==> src/inc/crc_shift_control_map.svh <==
// register offsets, bit positions and reset values of the crc shift control block
`ifndef CRC_SHIFT_CONTROL_MAP_SVH
`define CRC_SHIFT_CONTROL_MAP_SVH

// byte offsets on the register bus
`define OFS_CTRL 8'h00
`define OFS_DAT_HIGH 8'h04
`define OFS_DAT_LOW 8'h08
`define OFS_ACC 8'h0c
`define OFS_POLY 8'h10
`define OFS_INT_STAT 8'h14
`define OFS_INT_MASK 8'h18

// crc_main_control field positions
`define BIT_ENABLE 7
`define BIT_START 6
`define BIT_BUSY 5
`define BIT_AUGMENT 4
`define BIT_DIR 1
`define BIT_FULL 0

// interrupt status and mask field positions
`define BIT_INT_DONE 0
`define BIT_INT_DRAINED 1

// reset values
`define RST_CTRL 8'h00
`define RST_POLY 16'h0000
`define RST_INT 2'h0

`endif

==> src/inc/crc_shift_control_pkg.sv <==
// types shared by the crc shift control block and its serial shifter
`default_nettype none

package crc_shift_control_pkg;

   // software-written control fields of crc_main_control
   typedef struct packed {
      logic enable;
      logic start;
      logic augment;
      logic dir_right;
   } ctrl_type;

   // steering handed to the serial shifter
   typedef struct packed {
      logic run;
      logic dir_right;
      logic augment;
   } shift_cfg_type;

   // shifter sequencing
   typedef enum logic {
      st_idle,
      st_shift
   } shift_state_type;

endpackage : crc_shift_control_pkg

`default_nettype wire

==> src/hdl/crc_bit_shifter.sv <==
// serial shifter and accumulator, one data bit per clock
`timescale 1ns/10ps
`default_nettype none

module crc_bit_shifter #(
   parameter int DATA_W = 16,
   parameter int ACC_W = 16
) (
   // clock and reset
   input wire logic clk_sys_i,
   input wire logic resetn_i,
   // steering
   input wire crc_shift_control_pkg::shift_cfg_type cfg_i,
   input wire logic [ACC_W-1:0] poly_i,
   // load from the data-holding path
   input wire logic load_i,
   input wire logic [DATA_W-1:0] load_data_i,
   // direct accumulator write
   input wire logic acc_wr_i,
   input wire logic [ACC_W-1:0] acc_wdata_i,
   // state
   output logic [ACC_W-1:0] acc_o,
   output logic empty_o
);

   localparam int CNT_W = $clog2(DATA_W + 1);

   // a 16-bit data path is what the holding registers can feed
   generate
      if (DATA_W < 1 || DATA_W > 16 || ACC_W < 2) begin : g_bad_width
         $error("crc_bit_shifter: unsupported width");
      end
   endgenerate

   crc_shift_control_pkg::shift_state_type state_r, state_nxt;
   logic [DATA_W-1:0] shreg_r, shreg_nxt;
   logic [CNT_W-1:0] cnt_r, cnt_nxt;
   logic [ACC_W-1:0] acc_r, acc_nxt;
   logic step;
   logic data_bit;
   logic feedback;

   // ************************************************************
   // next state of shifter and accumulator
   // ************************************************************
   // stopped shifter keeps its bits; a pending word waits for run
   always_comb begin
      state_nxt = state_r;
      shreg_nxt = shreg_r;
      cnt_nxt = cnt_r;
      acc_nxt = acc_r;
      step = (state_r == crc_shift_control_pkg::st_shift) && cfg_i.run;
      data_bit = cfg_i.dir_right ? shreg_r[0] : shreg_r[DATA_W-1];
      // augmented mode feeds data in at the bottom, plain mode xors it on top
      feedback = cfg_i.augment ? acc_r[ACC_W-1] : (acc_r[ACC_W-1] ^ data_bit);
      unique case (state_r)
         crc_shift_control_pkg::st_idle: begin
            if (load_i) begin
               shreg_nxt = load_data_i;
               cnt_nxt = CNT_W'(DATA_W);
               state_nxt = crc_shift_control_pkg::st_shift;
            end
         end
         crc_shift_control_pkg::st_shift: begin
            if (step) begin
               shreg_nxt = cfg_i.dir_right ? (shreg_r >> 1) : (shreg_r << 1);
               acc_nxt = {acc_r[ACC_W-2:0], cfg_i.augment & data_bit};
               if (feedback) begin
                  acc_nxt = acc_nxt ^ poly_i;
               end
               cnt_nxt = cnt_r - 1'b1;
               if (cnt_r == CNT_W'(1)) begin
                  state_nxt = crc_shift_control_pkg::st_idle;
               end
            end
         end
      endcase
      if (acc_wr_i) begin
         acc_nxt = acc_wdata_i;
      end
   end

   // ************************************************************
   // registers
   // ************************************************************
   always_ff @(posedge clk_sys_i or negedge resetn_i) begin
      if (!resetn_i) begin
         state_r <= crc_shift_control_pkg::st_idle;
         shreg_r <= '0;
         cnt_r <= '0;
         acc_r <= '0;
      end else begin
         state_r <= state_nxt;
         shreg_r <= shreg_nxt;
         cnt_r <= cnt_nxt;
         acc_r <= acc_nxt;
      end
   end

   assign acc_o = acc_r;
   assign empty_o = (state_r == crc_shift_control_pkg::st_idle);
endmodule : crc_bit_shifter

`default_nettype wire

==> src/hdl/crc_shift_control.sv <==
// crc main control register, data-holding path and apb slave
//
// Function
// - setting the start bit (bit 6) runs the shifter on staged data; here it runs only while enable (bit 7) is also set.
// - while start reads zero the shifter stays stopped, accumulator untouched.
// - busy bit (bit 5) is one while shifting is underway or pending.
// - busy clears only once every valid bit reached the accumulator.
// - full bit (bit 0) is set while holding registers hold untransferred data.
// - full clears when holding data moves into the shifter.
// - direction bit (bit 1) one shifts right, zero shifts left.
// - writing the low holding byte loads the path; high byte goes first.
//
// Chosen here: the address map and the APB interface to the registers.
`timescale 1ns/10ps
`default_nettype none
`include "crc_shift_control_map.svh"

module crc_shift_control #(
   parameter int DATA_W = 16,
   parameter int ACC_W = 16
) (
   // clock and reset
   input wire logic clk_sys_i,
   input wire logic resetn_i,
   // apb slave
   input wire logic [7:0] paddr_i,
   input wire logic psel_i,
   input wire logic penable_i,
   input wire logic pwrite_i,
   input wire logic [31:0] pwdata_i,
   output logic [31:0] prdata_o,
   output logic pready_o,
   output logic pslverr_o,
   // interrupt
   output logic irq_o
);

   // ************************************************************
   // parameter checks
   // ************************************************************
   // holding registers are two bytes and the poly/acc words 16 bits wide
   generate
      if (DATA_W < 1 || DATA_W > 16 || ACC_W < 2 || ACC_W > 16) begin : g_bad_width
         $error("crc_shift_control: unsupported width");
      end
   endgenerate

   // ************************************************************
   // declarations
   // ************************************************************
   crc_shift_control_pkg::ctrl_type ctrl_r, ctrl_nxt;
   crc_shift_control_pkg::shift_cfg_type shift_cfg;
   logic [7:0] dat_high_r, dat_high_nxt;
   logic [7:0] dat_low_r, dat_low_nxt;
   logic full_r, full_nxt;
   logic [ACC_W-1:0] poly_r, poly_nxt;
   logic [1:0] int_stat_r, int_stat_nxt;
   logic [1:0] int_mask_r, int_mask_nxt;
   logic busy_q_r, busy_q_nxt;
   logic [31:0] prdata_r, prdata_nxt;
   logic setup;
   logic wr_en;
   logic mapped;
   logic wr_ctrl;
   logic wr_low;
   logic acc_wr;
   logic xfer;
   logic busy;
   logic sh_empty;
   logic [ACC_W-1:0] sh_acc;
   logic [15:0] hold_word;
   logic [1:0] int_event;
   logic [7:0] ctrl_view;

   // ************************************************************
   // bus decode
   // ************************************************************
   // zero wait states: every access phase completes at once
   assign setup = psel_i && !penable_i;
   assign wr_en = psel_i && penable_i && pwrite_i && mapped;
   assign wr_ctrl = wr_en && (paddr_i == `OFS_CTRL);
   assign wr_low = wr_en && (paddr_i == `OFS_DAT_LOW);
   assign acc_wr = wr_en && (paddr_i == `OFS_ACC);

   // decode of the mapped words; anything else answers with an error
   always_comb begin
      unique case (paddr_i)
         `OFS_CTRL, `OFS_DAT_HIGH, `OFS_DAT_LOW, `OFS_ACC,
         `OFS_POLY, `OFS_INT_STAT, `OFS_INT_MASK: mapped = 1'b1;
         default: mapped = 1'b0;
      endcase
   end

   assign pready_o = 1'b1;
   assign pslverr_o = psel_i && penable_i && !mapped;

   // ************************************************************
   // shifter control
   // ************************************************************
   // shifter only runs while the block is enabled and started
   assign shift_cfg.run = ctrl_r.enable && ctrl_r.start;
   assign shift_cfg.dir_right = ctrl_r.dir_right;
   assign shift_cfg.augment = ctrl_r.augment;

   // staged word moves on only into an empty shifter, so no bit is lost
   assign xfer = full_r && sh_empty && ctrl_r.enable && ctrl_r.start;
   assign hold_word = {dat_high_r, dat_low_r};
   assign busy = full_r || !sh_empty;

   // read-back of crc_main_control with live status bits
   always_comb begin
      ctrl_view = `RST_CTRL;
      ctrl_view[`BIT_ENABLE] = ctrl_r.enable;
      ctrl_view[`BIT_START] = ctrl_r.start;
      ctrl_view[`BIT_BUSY] = busy;
      ctrl_view[`BIT_AUGMENT] = ctrl_r.augment;
      ctrl_view[`BIT_DIR] = ctrl_r.dir_right;
      ctrl_view[`BIT_FULL] = full_r;
   end

   // events: shifting finished, holding path drained
   assign int_event[`BIT_INT_DONE] = busy_q_r && !busy;
   assign int_event[`BIT_INT_DRAINED] = xfer;

   // ************************************************************
   // register next values
   // ************************************************************
   always_comb begin
      ctrl_nxt = ctrl_r;
      dat_high_nxt = dat_high_r;
      dat_low_nxt = dat_low_r;
      full_nxt = full_r;
      poly_nxt = poly_r;
      int_stat_nxt = int_stat_r;
      int_mask_nxt = int_mask_r;
      busy_q_nxt = busy;
      prdata_nxt = prdata_r;
      // writable control fields; busy and full ignore writes
      if (wr_ctrl) begin
         ctrl_nxt.enable = pwdata_i[`BIT_ENABLE];
         ctrl_nxt.start = pwdata_i[`BIT_START];
         ctrl_nxt.augment = pwdata_i[`BIT_AUGMENT];
         ctrl_nxt.dir_right = pwdata_i[`BIT_DIR];
      end
      if (wr_en && paddr_i == `OFS_DAT_HIGH) begin
         dat_high_nxt = pwdata_i[7:0];
      end
      // the low byte completes the word, so it marks the path full
      if (wr_low) begin
         dat_low_nxt = pwdata_i[7:0];
      end
      if (xfer) begin
         full_nxt = 1'b0;
      end
      if (wr_low) begin
         full_nxt = 1'b1;
      end
      if (wr_en && paddr_i == `OFS_POLY) begin
         poly_nxt = pwdata_i[ACC_W-1:0];
      end
      if (wr_en && paddr_i == `OFS_INT_MASK) begin
         int_mask_nxt = pwdata_i[1:0];
      end
      // write one clears; a same-cycle event wins over the clear
      if (wr_en && paddr_i == `OFS_INT_STAT) begin
         int_stat_nxt = int_stat_nxt & ~pwdata_i[1:0];
      end
      int_stat_nxt = int_stat_nxt | int_event;
      // read data captured in the setup phase, stable in the access phase
      if (setup) begin
         unique case (paddr_i)
            `OFS_CTRL: prdata_nxt = {24'h000000, ctrl_view};
            `OFS_DAT_HIGH: prdata_nxt = {24'h000000, dat_high_r};
            `OFS_DAT_LOW: prdata_nxt = {24'h000000, dat_low_r};
            `OFS_ACC: prdata_nxt = 32'(sh_acc);
            `OFS_POLY: prdata_nxt = 32'(poly_r);
            `OFS_INT_STAT: prdata_nxt = {30'h0, int_stat_r};
            `OFS_INT_MASK: prdata_nxt = {30'h0, int_mask_r};
            default: prdata_nxt = 32'h00000000;
         endcase
      end
   end

   // ************************************************************
   // registers
   // ************************************************************
   always_ff @(posedge clk_sys_i or negedge resetn_i) begin
      if (!resetn_i) begin
         ctrl_r <= '0;
         dat_high_r <= 8'h00;
         dat_low_r <= 8'h00;
         full_r <= 1'b0;
         poly_r <= ACC_W'(`RST_POLY);
         int_stat_r <= `RST_INT;
         int_mask_r <= `RST_INT;
         busy_q_r <= 1'b0;
         prdata_r <= 32'h00000000;
      end else begin
         ctrl_r <= ctrl_nxt;
         dat_high_r <= dat_high_nxt;
         dat_low_r <= dat_low_nxt;
         full_r <= full_nxt;
         poly_r <= poly_nxt;
         int_stat_r <= int_stat_nxt;
         int_mask_r <= int_mask_nxt;
         busy_q_r <= busy_q_nxt;
         prdata_r <= prdata_nxt;
      end
   end

   assign prdata_o = prdata_r;
   assign irq_o = |(int_stat_r & int_mask_r);

   // ************************************************************
   // serial shifter
   // ************************************************************
   // the data path keeps its low DATA_W bits of the holding word
   crc_bit_shifter #(
      .DATA_W(DATA_W),
      .ACC_W(ACC_W)
   ) u_shifter (
      .clk_sys_i(clk_sys_i),
      .resetn_i(resetn_i),
      .cfg_i(shift_cfg),
      .poly_i(poly_r),
      .load_i(xfer),
      .load_data_i(hold_word[DATA_W-1:0]),
      .acc_wr_i(acc_wr),
      .acc_wdata_i(pwdata_i[ACC_W-1:0]),
      .acc_o(sh_acc),
      .empty_o(sh_empty)
   );
endmodule : crc_shift_control

`default_nettype wire

==> config.mk <==
export PLATFORM = sky130hd
export DESIGN_NAME = crc_shift_control
export DESIGN_NICKNAME = d
export VERILOG_FILES = /design/src/inc/crc_shift_control_pkg.sv /design/src/hdl/crc_bit_shifter.sv /design/src/hdl/crc_shift_control.sv
export VERILOG_INCLUDE_DIRS = /design/src /design/src/inc
export SDC_FILE = /design/constraint.sdc
export NUM_CORES = 1
export LEC_CHECK = 0
export ABC_AREA = 1
export BUFFER_PORTS_ARGS = -buffer_cell sky130_fd_sc_hd__buf_2
export CAP_MARGIN = 20
export CORE_UTILIZATION = 51
export CTS_BUF_LIST = sky130_fd_sc_hd__clkbuf_4 sky130_fd_sc_hd__clkbuf_8 sky130_fd_sc_hd__clkbuf_16
export CTS_CLUSTER_SIZE = 20
export DETAILED_ROUTE_END_ITERATION = 8
export PLACE_DENSITY = 0.75
export REMOVE_ABC_BUFFERS = 1
export SYNTH_ARGS = -nofsm -noshare
export SYNTH_HDL_FRONTEND = slang
export SYNTH_SLANG_ARGS = --single-unit
==> constraint.sdc <==
create_clock -name clk_sys_i -period 1.3 [get_ports clk_sys_i]
set_input_delay 0.13 -clock clk_sys_i [delete_from_list [all_inputs] [get_ports clk_sys_i]]
set_output_delay 0.13 -clock clk_sys_i [all_outputs]
set_load 0.02 [all_outputs]
## Yosys cells after proc, flatten, opt, wreduce, memory -nomap -nowiden

Cells that the tools add are included.

| operators by class | value |
|---|---|
| add/sub/neg operators | 1 |
| equal/unequal tests | 9 |
| multiplexer cells | 22 |
| bitwise gates (word level) | 8 |
| reduce and logical (&&, ||, !) cells | 30 |

Operator list:

| operator | count |
|---|---|
| $mux W16 | 7 |
| $pmux W16 S7 | 1 |
| $pmux W16 S2 | 1 |
| $eq A8 B5 Y1 const B | 3 |
| $logic_and A1 B1 Y1 | 18 |
| $eq A8 B4 Y1 const B | 2 |
| $xor A16 B16 Y16 | 1 |
| $mux W5 | 2 |
| $pmux W5 S2 | 1 |
| $eq A8 B3 Y1 const B | 1 |
| $logic_not A8 Y1 | 1 |
| $mux W1 | 8 |
| $reduce_or A7 Y1 | 1 |
| $reduce_bool A2 Y1 | 3 |
| $eq A5 B1 Y1 const B | 1 |
| $sub A5 B1 Y5 const B | 1 |
| $and A2 B2 Y2 | 2 |
| $reduce_and A2 Y1 | 2 |
| $logic_not A1 Y1 | 3 |
| $mux W2 | 1 |
| $ne A2 B1 Y1 const B | 1 |
| $ne A2 B2 Y1 const B | 1 |
| $not A2 Y2 | 1 |
| $or A2 B2 Y2 | 1 |
| 6 further kinds | 6 |

| word-level totals | value |
|---|---|
| bits in registers | 112 |
| input port bits | 45 |
| output and inout port bits | 35 |
| logic and storage cells | 86 |

## Longest topological paths before layout

| depth | value |
|---|---|
| depth in word-level cells | 7 |
| mapped depth | 12 |
| depth with buffers taken out | 12 |

## Hierarchy

Synthesis repeated with hierarchy kept, for this count alone.

| unflattened totals | value |
|---|---|
| cells, all modules | 680 |
| area, all modules | 5352.6 um^2 |

By module, submodules not included:

| module | instances | cells an instance | area each (um^2) | seq. area each (um^2) |
|---|---|---|---|---|
| crc_shift_control | 1 | 371 | 2981.6 | 1451.4 |
| crc_bit_shifter | 1 | 309 | 2371.0 | 950.9 |

## Least setup slack after synthesis

Ideal clock, no wire load.

| timing path | value |
|---|---|
| path kind | reg2reg |
| start | reg ctrl_r[0] in the netlist's numbering |
| end | reg u_shifter.acc_r[5] (netlist: u_shifter.acc_o[5]) |
| library setup time | 0.125 ns |
| arrival | 1.269 ns |
| required time | 1.175 ns |
| setup slack | -0.094 ns |
| stages on the path, launching flop included | 12 |
| path buffers | 1 |
| period minus slack after synthesis | 1.394 ns |
| cell sequence | dfrtp_1 inv_1 nand2_1 nand2_1 nand2_1 nand2_2 nand2_2 buf_4 nand2_1 a21oi_1 nand2_1 nand3_1 |

| between the ends | value |
|---|---|
| cells in the longest elaborated chain, start to end | 7 |

Ends and longest elaborated chain:

| what | line | RTL |
|---|---|---|
| start, declared | crc_shift_control.sv:51 | `crc_shift_control_pkg::ctrl_type ctrl_r, ctrl_nxt;` |
| start signal, assigned | crc_shift_control.sv:199 | `ctrl_r <= ctrl_nxt;` |
| $mux W1 | crc_bit_shifter.sv:53 | `data_bit = cfg_i.dir_right ? shreg_r[0] : shreg_r[DATA_W-1];` |
| $xor A1 B1 Y1 | crc_bit_shifter.sv:55 | `feedback = cfg_i.augment ? acc_r[ACC_W-1] : (acc_r[ACC_W-1] ^ data_bit);` |
| $mux W1 | crc_bit_shifter.sv:55 |  |
| $mux W16 | crc_bit_shifter.sv:68 | `if (feedback) begin` |
| $mux W16 | crc_bit_shifter.sv:65 | `if (step) begin` |
| $mux W16 | crc_bit_shifter.sv:56 | `unique case (state_r)` |
| $mux W16 | crc_bit_shifter.sv:78 | `if (acc_wr_i) begin` |
| end signal, assigned | crc_bit_shifter.sv:96 | `acc_r <= acc_nxt;` |
| end, declared | crc_bit_shifter.sv:38 | `logic [ACC_W-1:0] acc_r, acc_nxt;` |

Every way passes these cells. The select of a mux whose other input is x is not followed.
A chain may end at the register's enable or synchronous reset.

## Worst setup path after layout

| timing path | value |
|---|---|
| start | reg ctrl_r[0] in the netlist's numbering |
| end | reg u_shifter.acc_r[0] (netlist: u_shifter.acc_o[0]) |

| between the ends | value |
|---|---|
| cells in the longest elaborated chain, start to end | 7 |
| elaborated cells on any way between the ends | 9 |
| those cells by class | 6 x mux; 3 x bitwise |

Ends and longest elaborated chain:

| what | line |
|---|---|
| $mux W1 * | crc_bit_shifter.sv:53 |
| $and A1 B1 Y1 / $xor A1 B1 Y1 (equally long branches) | crc_bit_shifter.sv:67, crc_bit_shifter.sv:55 |
| $xor A16 B16 Y16 / $mux W1 (equally long branches) | crc_bit_shifter.sv:69, crc_bit_shifter.sv:55 |
| $mux W16 * | crc_bit_shifter.sv:68 |
| $mux W16 * | crc_bit_shifter.sv:65 |
| $mux W16 * | crc_bit_shifter.sv:56 |
| $mux W16 * | crc_bit_shifter.sv:78 |

Every way passes the cells marked *; elsewhere a longest branch is shown, timed or not. The select of a mux whose other input is x is not followed.

==> reports/results.txt <==
Final Setup Violations: 17
Cell area after layout: 6600 sq um
Worst skew pair latency: 380 ps
Wirelength per Cell: 15.9 microns
Buffers on Ports: 46
First-pass GRT wire length: 21300 microns
RSZ-0062 raised after global routing: true
CTS tree: done
Clock sink count: 96
Total CTS buffers: 9
Minimum clock period after layout: 1450 ps
Final Hold Fails: 0
Total Power: 0.00514 W
Seq pwr share: 58.5%
Reg area: 2400 sq um
Clock Power Share: 35.0%
Worst R2R Start: ctrl_r[0]$_DFFE_PN0P_
Number of DRC markers in iteration 0: 396
Sequential area share after synthesis: 45.8%
Setup crit start kind: register
Detail Route Antenna Nets: 0
Worst EP required: 1560 ps
Antenna violations before repair: 0
Fmax: 0.691 GHz
Initial Util: 53.2%
Worst r2r dst: u_shifter.acc_o[0]$_DFFE_PN0P_
EDFF count, synth: 0
Net switching power: 0.00130 W
Worst VDD drop: 0.419 mV
Predominant post-synthesis flop cell: dfrtp_1
CP max FO: 3
Largest net degree at the start of global routing: 44
Post-layout net count: 806
Number of global-route vias before repair: 4424
R2R cell count: 10
Max Slew Vio Count: 0
FILL cells: 789
Deepest clock path buffer count: 2
Die W: 103 microns
Cell row count: 36
Number of synthesis warnings: 0
Area growth, synth to finish: 25.8%
Die Area: 10700 sq um
Internal power: 0.00384 W
Kind of end point of the critical path: register
Die height: 103 microns
Dpl cells: 856
Crit path kind: register to register
Synth Instances: 656
IO Pins: 80
N_diodes: 0
Final cell count without fillers: 896
DR pass1 iterations: 6
Status: complete, but fails checks
Post-Route WL: 14200 microns
Worst-Margin Slew: 565 ps
Post-Syn Area: 5250 sq um
Seq cells post-synth: 96
CORE AREA: 9860 sq um
HP Start: pwdata_i[5]
Global Route Usage Sum: 26.3%
HP Class: primary input to register
CTS root buffer: clkbuf_8
Via count: 4923
Power per cell area: 778 nW/um^2
Failing checks: negative setup slack
Slew Limit Headroom: 62.3%
Post-DP Area: 5870 sq um
Layout cells sized above 1: 27.1%
FFs w/ async S/R, synth: 100%
Area occupied by multi-input gates: 2600 sq um
Vias per cell: 5.49
Fin crit share: 111%
RD Place Congestion: 0.867
Gr ovfl total: 0
WP data arrival: 1710 ps
Combinational share of power: 6.5%
WHS Endpoint: dat_low_r[5]$_DFFE_PN0P_
Worst hold stages: 3
Switching Share: 25.3%
P_leak: 3.33 nW
DRC: 0
FF-to-FF setup slack: -150 ps
Final WS setup: -147 ps
Max_cap viols: 0
Clk_skew: 17.6 ps
Netlist cell types: 35
Syn Area/Cell: 8.00 sq um
CTS H-tree lvls: 3
DP Wirelength: 8920 microns
Clock transition at path regs: 90 ps
-- power groups by stage --
stage / clock network [W] / registers, W / logic [W]
4_1_cts: 0.00182 / 0.00300 / 0.000329
6_report: 0.00180 / 0.00300 / 0.000335
2_1_floorplan: 0 / 0.00307 / 0.000111
5_1_grt: 0.00195 / 0.00301 / 0.000374
3_3_place_gp: 0 / 0.00306 / 0.000301
3_5_place_dp: 0 / 0.00306 / 0.000306
-- metal layers --
layer | wire length (microns) | up-vias | GRT usage, %
met3 | 976 | 36 | 3.90
met1 | 6180 | 2326 | 36.0
met5 | 0 | - | 0
li1 | - | 2325 | -
met4 | 417 | 0 | 11.6
met2 | 6670 | 236 | 41.8
-- cell usage after synthesis, types with 3 or more instances --
cell type / number / share of area (%)
buf_4: 18 / 2.6
buf_2: 13 / 1.2
nor2_2: 3 / 0.36
o22ai_1: 17 / 2.0
mux2_2: 13 / 2.8
clkbuf_1: 8 / 0.57
nand2_1: 177 / 13
nor3_1: 3 / 0.29
a21oi_1: 23 / 2.2
buf_6: 4 / 0.86
o211ai_1: 3 / 0.43
nor2_4: 3 / 0.64
xor2_1: 15 / 2.5
dfrtp_1: 96 / 46
o21ai_1: 15 / 1.4
o21ai_0: 52 / 5.0
inv_1: 57 / 4.1
nand2_2: 4 / 0.48
inv_2: 4 / 0.29
nand3_1: 63 / 6.0
a22o_1: 8 / 1.3
nor2_1: 36 / 2.6
-- flip-flops by register name, summed over array words and instances, names as in the netlist, 2 cells and up --
signal and count:
u_shifter.cnt_r 5, dat_low_r 8, int_mask_r 2, poly_r 16, prdata_o 16, dat_high_r 8, ctrl_r 4, int_stat_r 2
u_shifter.acc_o 16, u_shifter.shreg_r 16
-- worst max path at each step --
stage / startpoint / cells past startpoint / end
6_report: ctrl_r[0]$_DFFE_PN0P_ / 10 / u_shifter.acc_o[0]$_DFFE_PN0P_
3_3_place_gp: paddr_i[1] / 9 / dat_low_r[6]$_DFFE_PN0P_
4_1_cts: u_shifter.shreg_r[15]$_DFFE_PN0P_ / 9 / u_shifter.acc_o[0]$_DFFE_PN0P_
2_1_floorplan: u_shifter.state_r$_DFF_PN0_ / 5 / u_shifter.cnt_r[4]$_DFFE_PN0P_
5_1_grt: ctrl_r[0]$_DFFE_PN0P_ / 10 / u_shifter.acc_o[0]$_DFFE_PN0P_
3_5_place_dp: paddr_i[7] / 9 / dat_low_r[4]$_DFFE_PN0P_
-- kinds of logic after synthesis --
family / share of synthesized area, %
flip-flops: 45.8
AND/OR/NAND/NOR: 25.7
XOR/XNOR: 2.50
AO/OA/AOI/OAI: 12.9
multiplexers: 2.79
adder cells (fa/ha/maj): 0.477
other: 0.143
buffers and inverters: 9.75
-- cell type report --
cell class / instances / share of cell area (%)
clock inverters: 5 / 0.512
flip-flops and latches: 96 / 36.4
multi-input cells: 470 / 39.5
clock buffers: 10 / 2.09
well taps: 133 / 2.52
repair buffers: 119 / 15.3
inverters: 63 / 3.66
-- what timing repair did --
item,CTS,global route
setup endpoints to repair,31,37
gates resized for setup,18,69
pin swaps,8,29
hold endpoints to repair,109,0
buffers inserted,4,4
hold buffers,9,0
gates cloned,2,6
-- metrics by stage --
stage	TNS, ps	util [%]	hold WS (ps)	setup WS, ps
finish	-1320	66.9	28.0	-147
floorplan	-22420	-	-166	-828
detailed placement	-8230	59.5	7.04	-208
global placement	-6260	59.5	0.168	-165
global route	-2550	66.9	25.2	-176
CTS	-786	63.1	16.8	-66.0
-- critical path, cell delays in order, from the launching register on --
cell	delay, ps
dfrtp_1	400
inv_2	60
nand2_2	80
nand2_4	70
buf_4	140
buf_4	120
buf_4	130
o211ai_1	100
nand2_1	90
nand3_1	80
nand3_1	60
-- layout by cell type, fill, tap and decap left out, drive strengths merged --
| cell | Yosys | routed |
|---|---|---|
| inv | 61 | 62 |
| nor2 | 44 | 44 |
| clkinv | 2 | 4 |
| nand4 | 2 | 2 |
| o21bai | 1 | 1 |
| nor3 | 4 | 4 |
| o22ai | 17 | 17 |
| dfrtp | 96 | 96 |
| and3 | 1 | 1 |
| o21ai | 67 | 67 |
| clkbuf | 8 | 14 |
| a22o | 8 | 8 |
| o211ai | 3 | 3 |
| nand2 | 184 | 185 |
| nand3 | 65 | 65 |
| xor2 | 15 | 15 |
| mux2 | 13 | 13 |
| o22a | 2 | 2 |
| buf | 35 | 106 |
| conb | 2 | 17 |
| clkinvlp | 0 | 2 |
| nor4b | 1 | 1 |
| a21oi | 23 | 23 |
| ha | 2 | 2 |
| dlygate4sd3 | 0 | 9 |
Note: power is estimated with default switching activity, not from simulation.
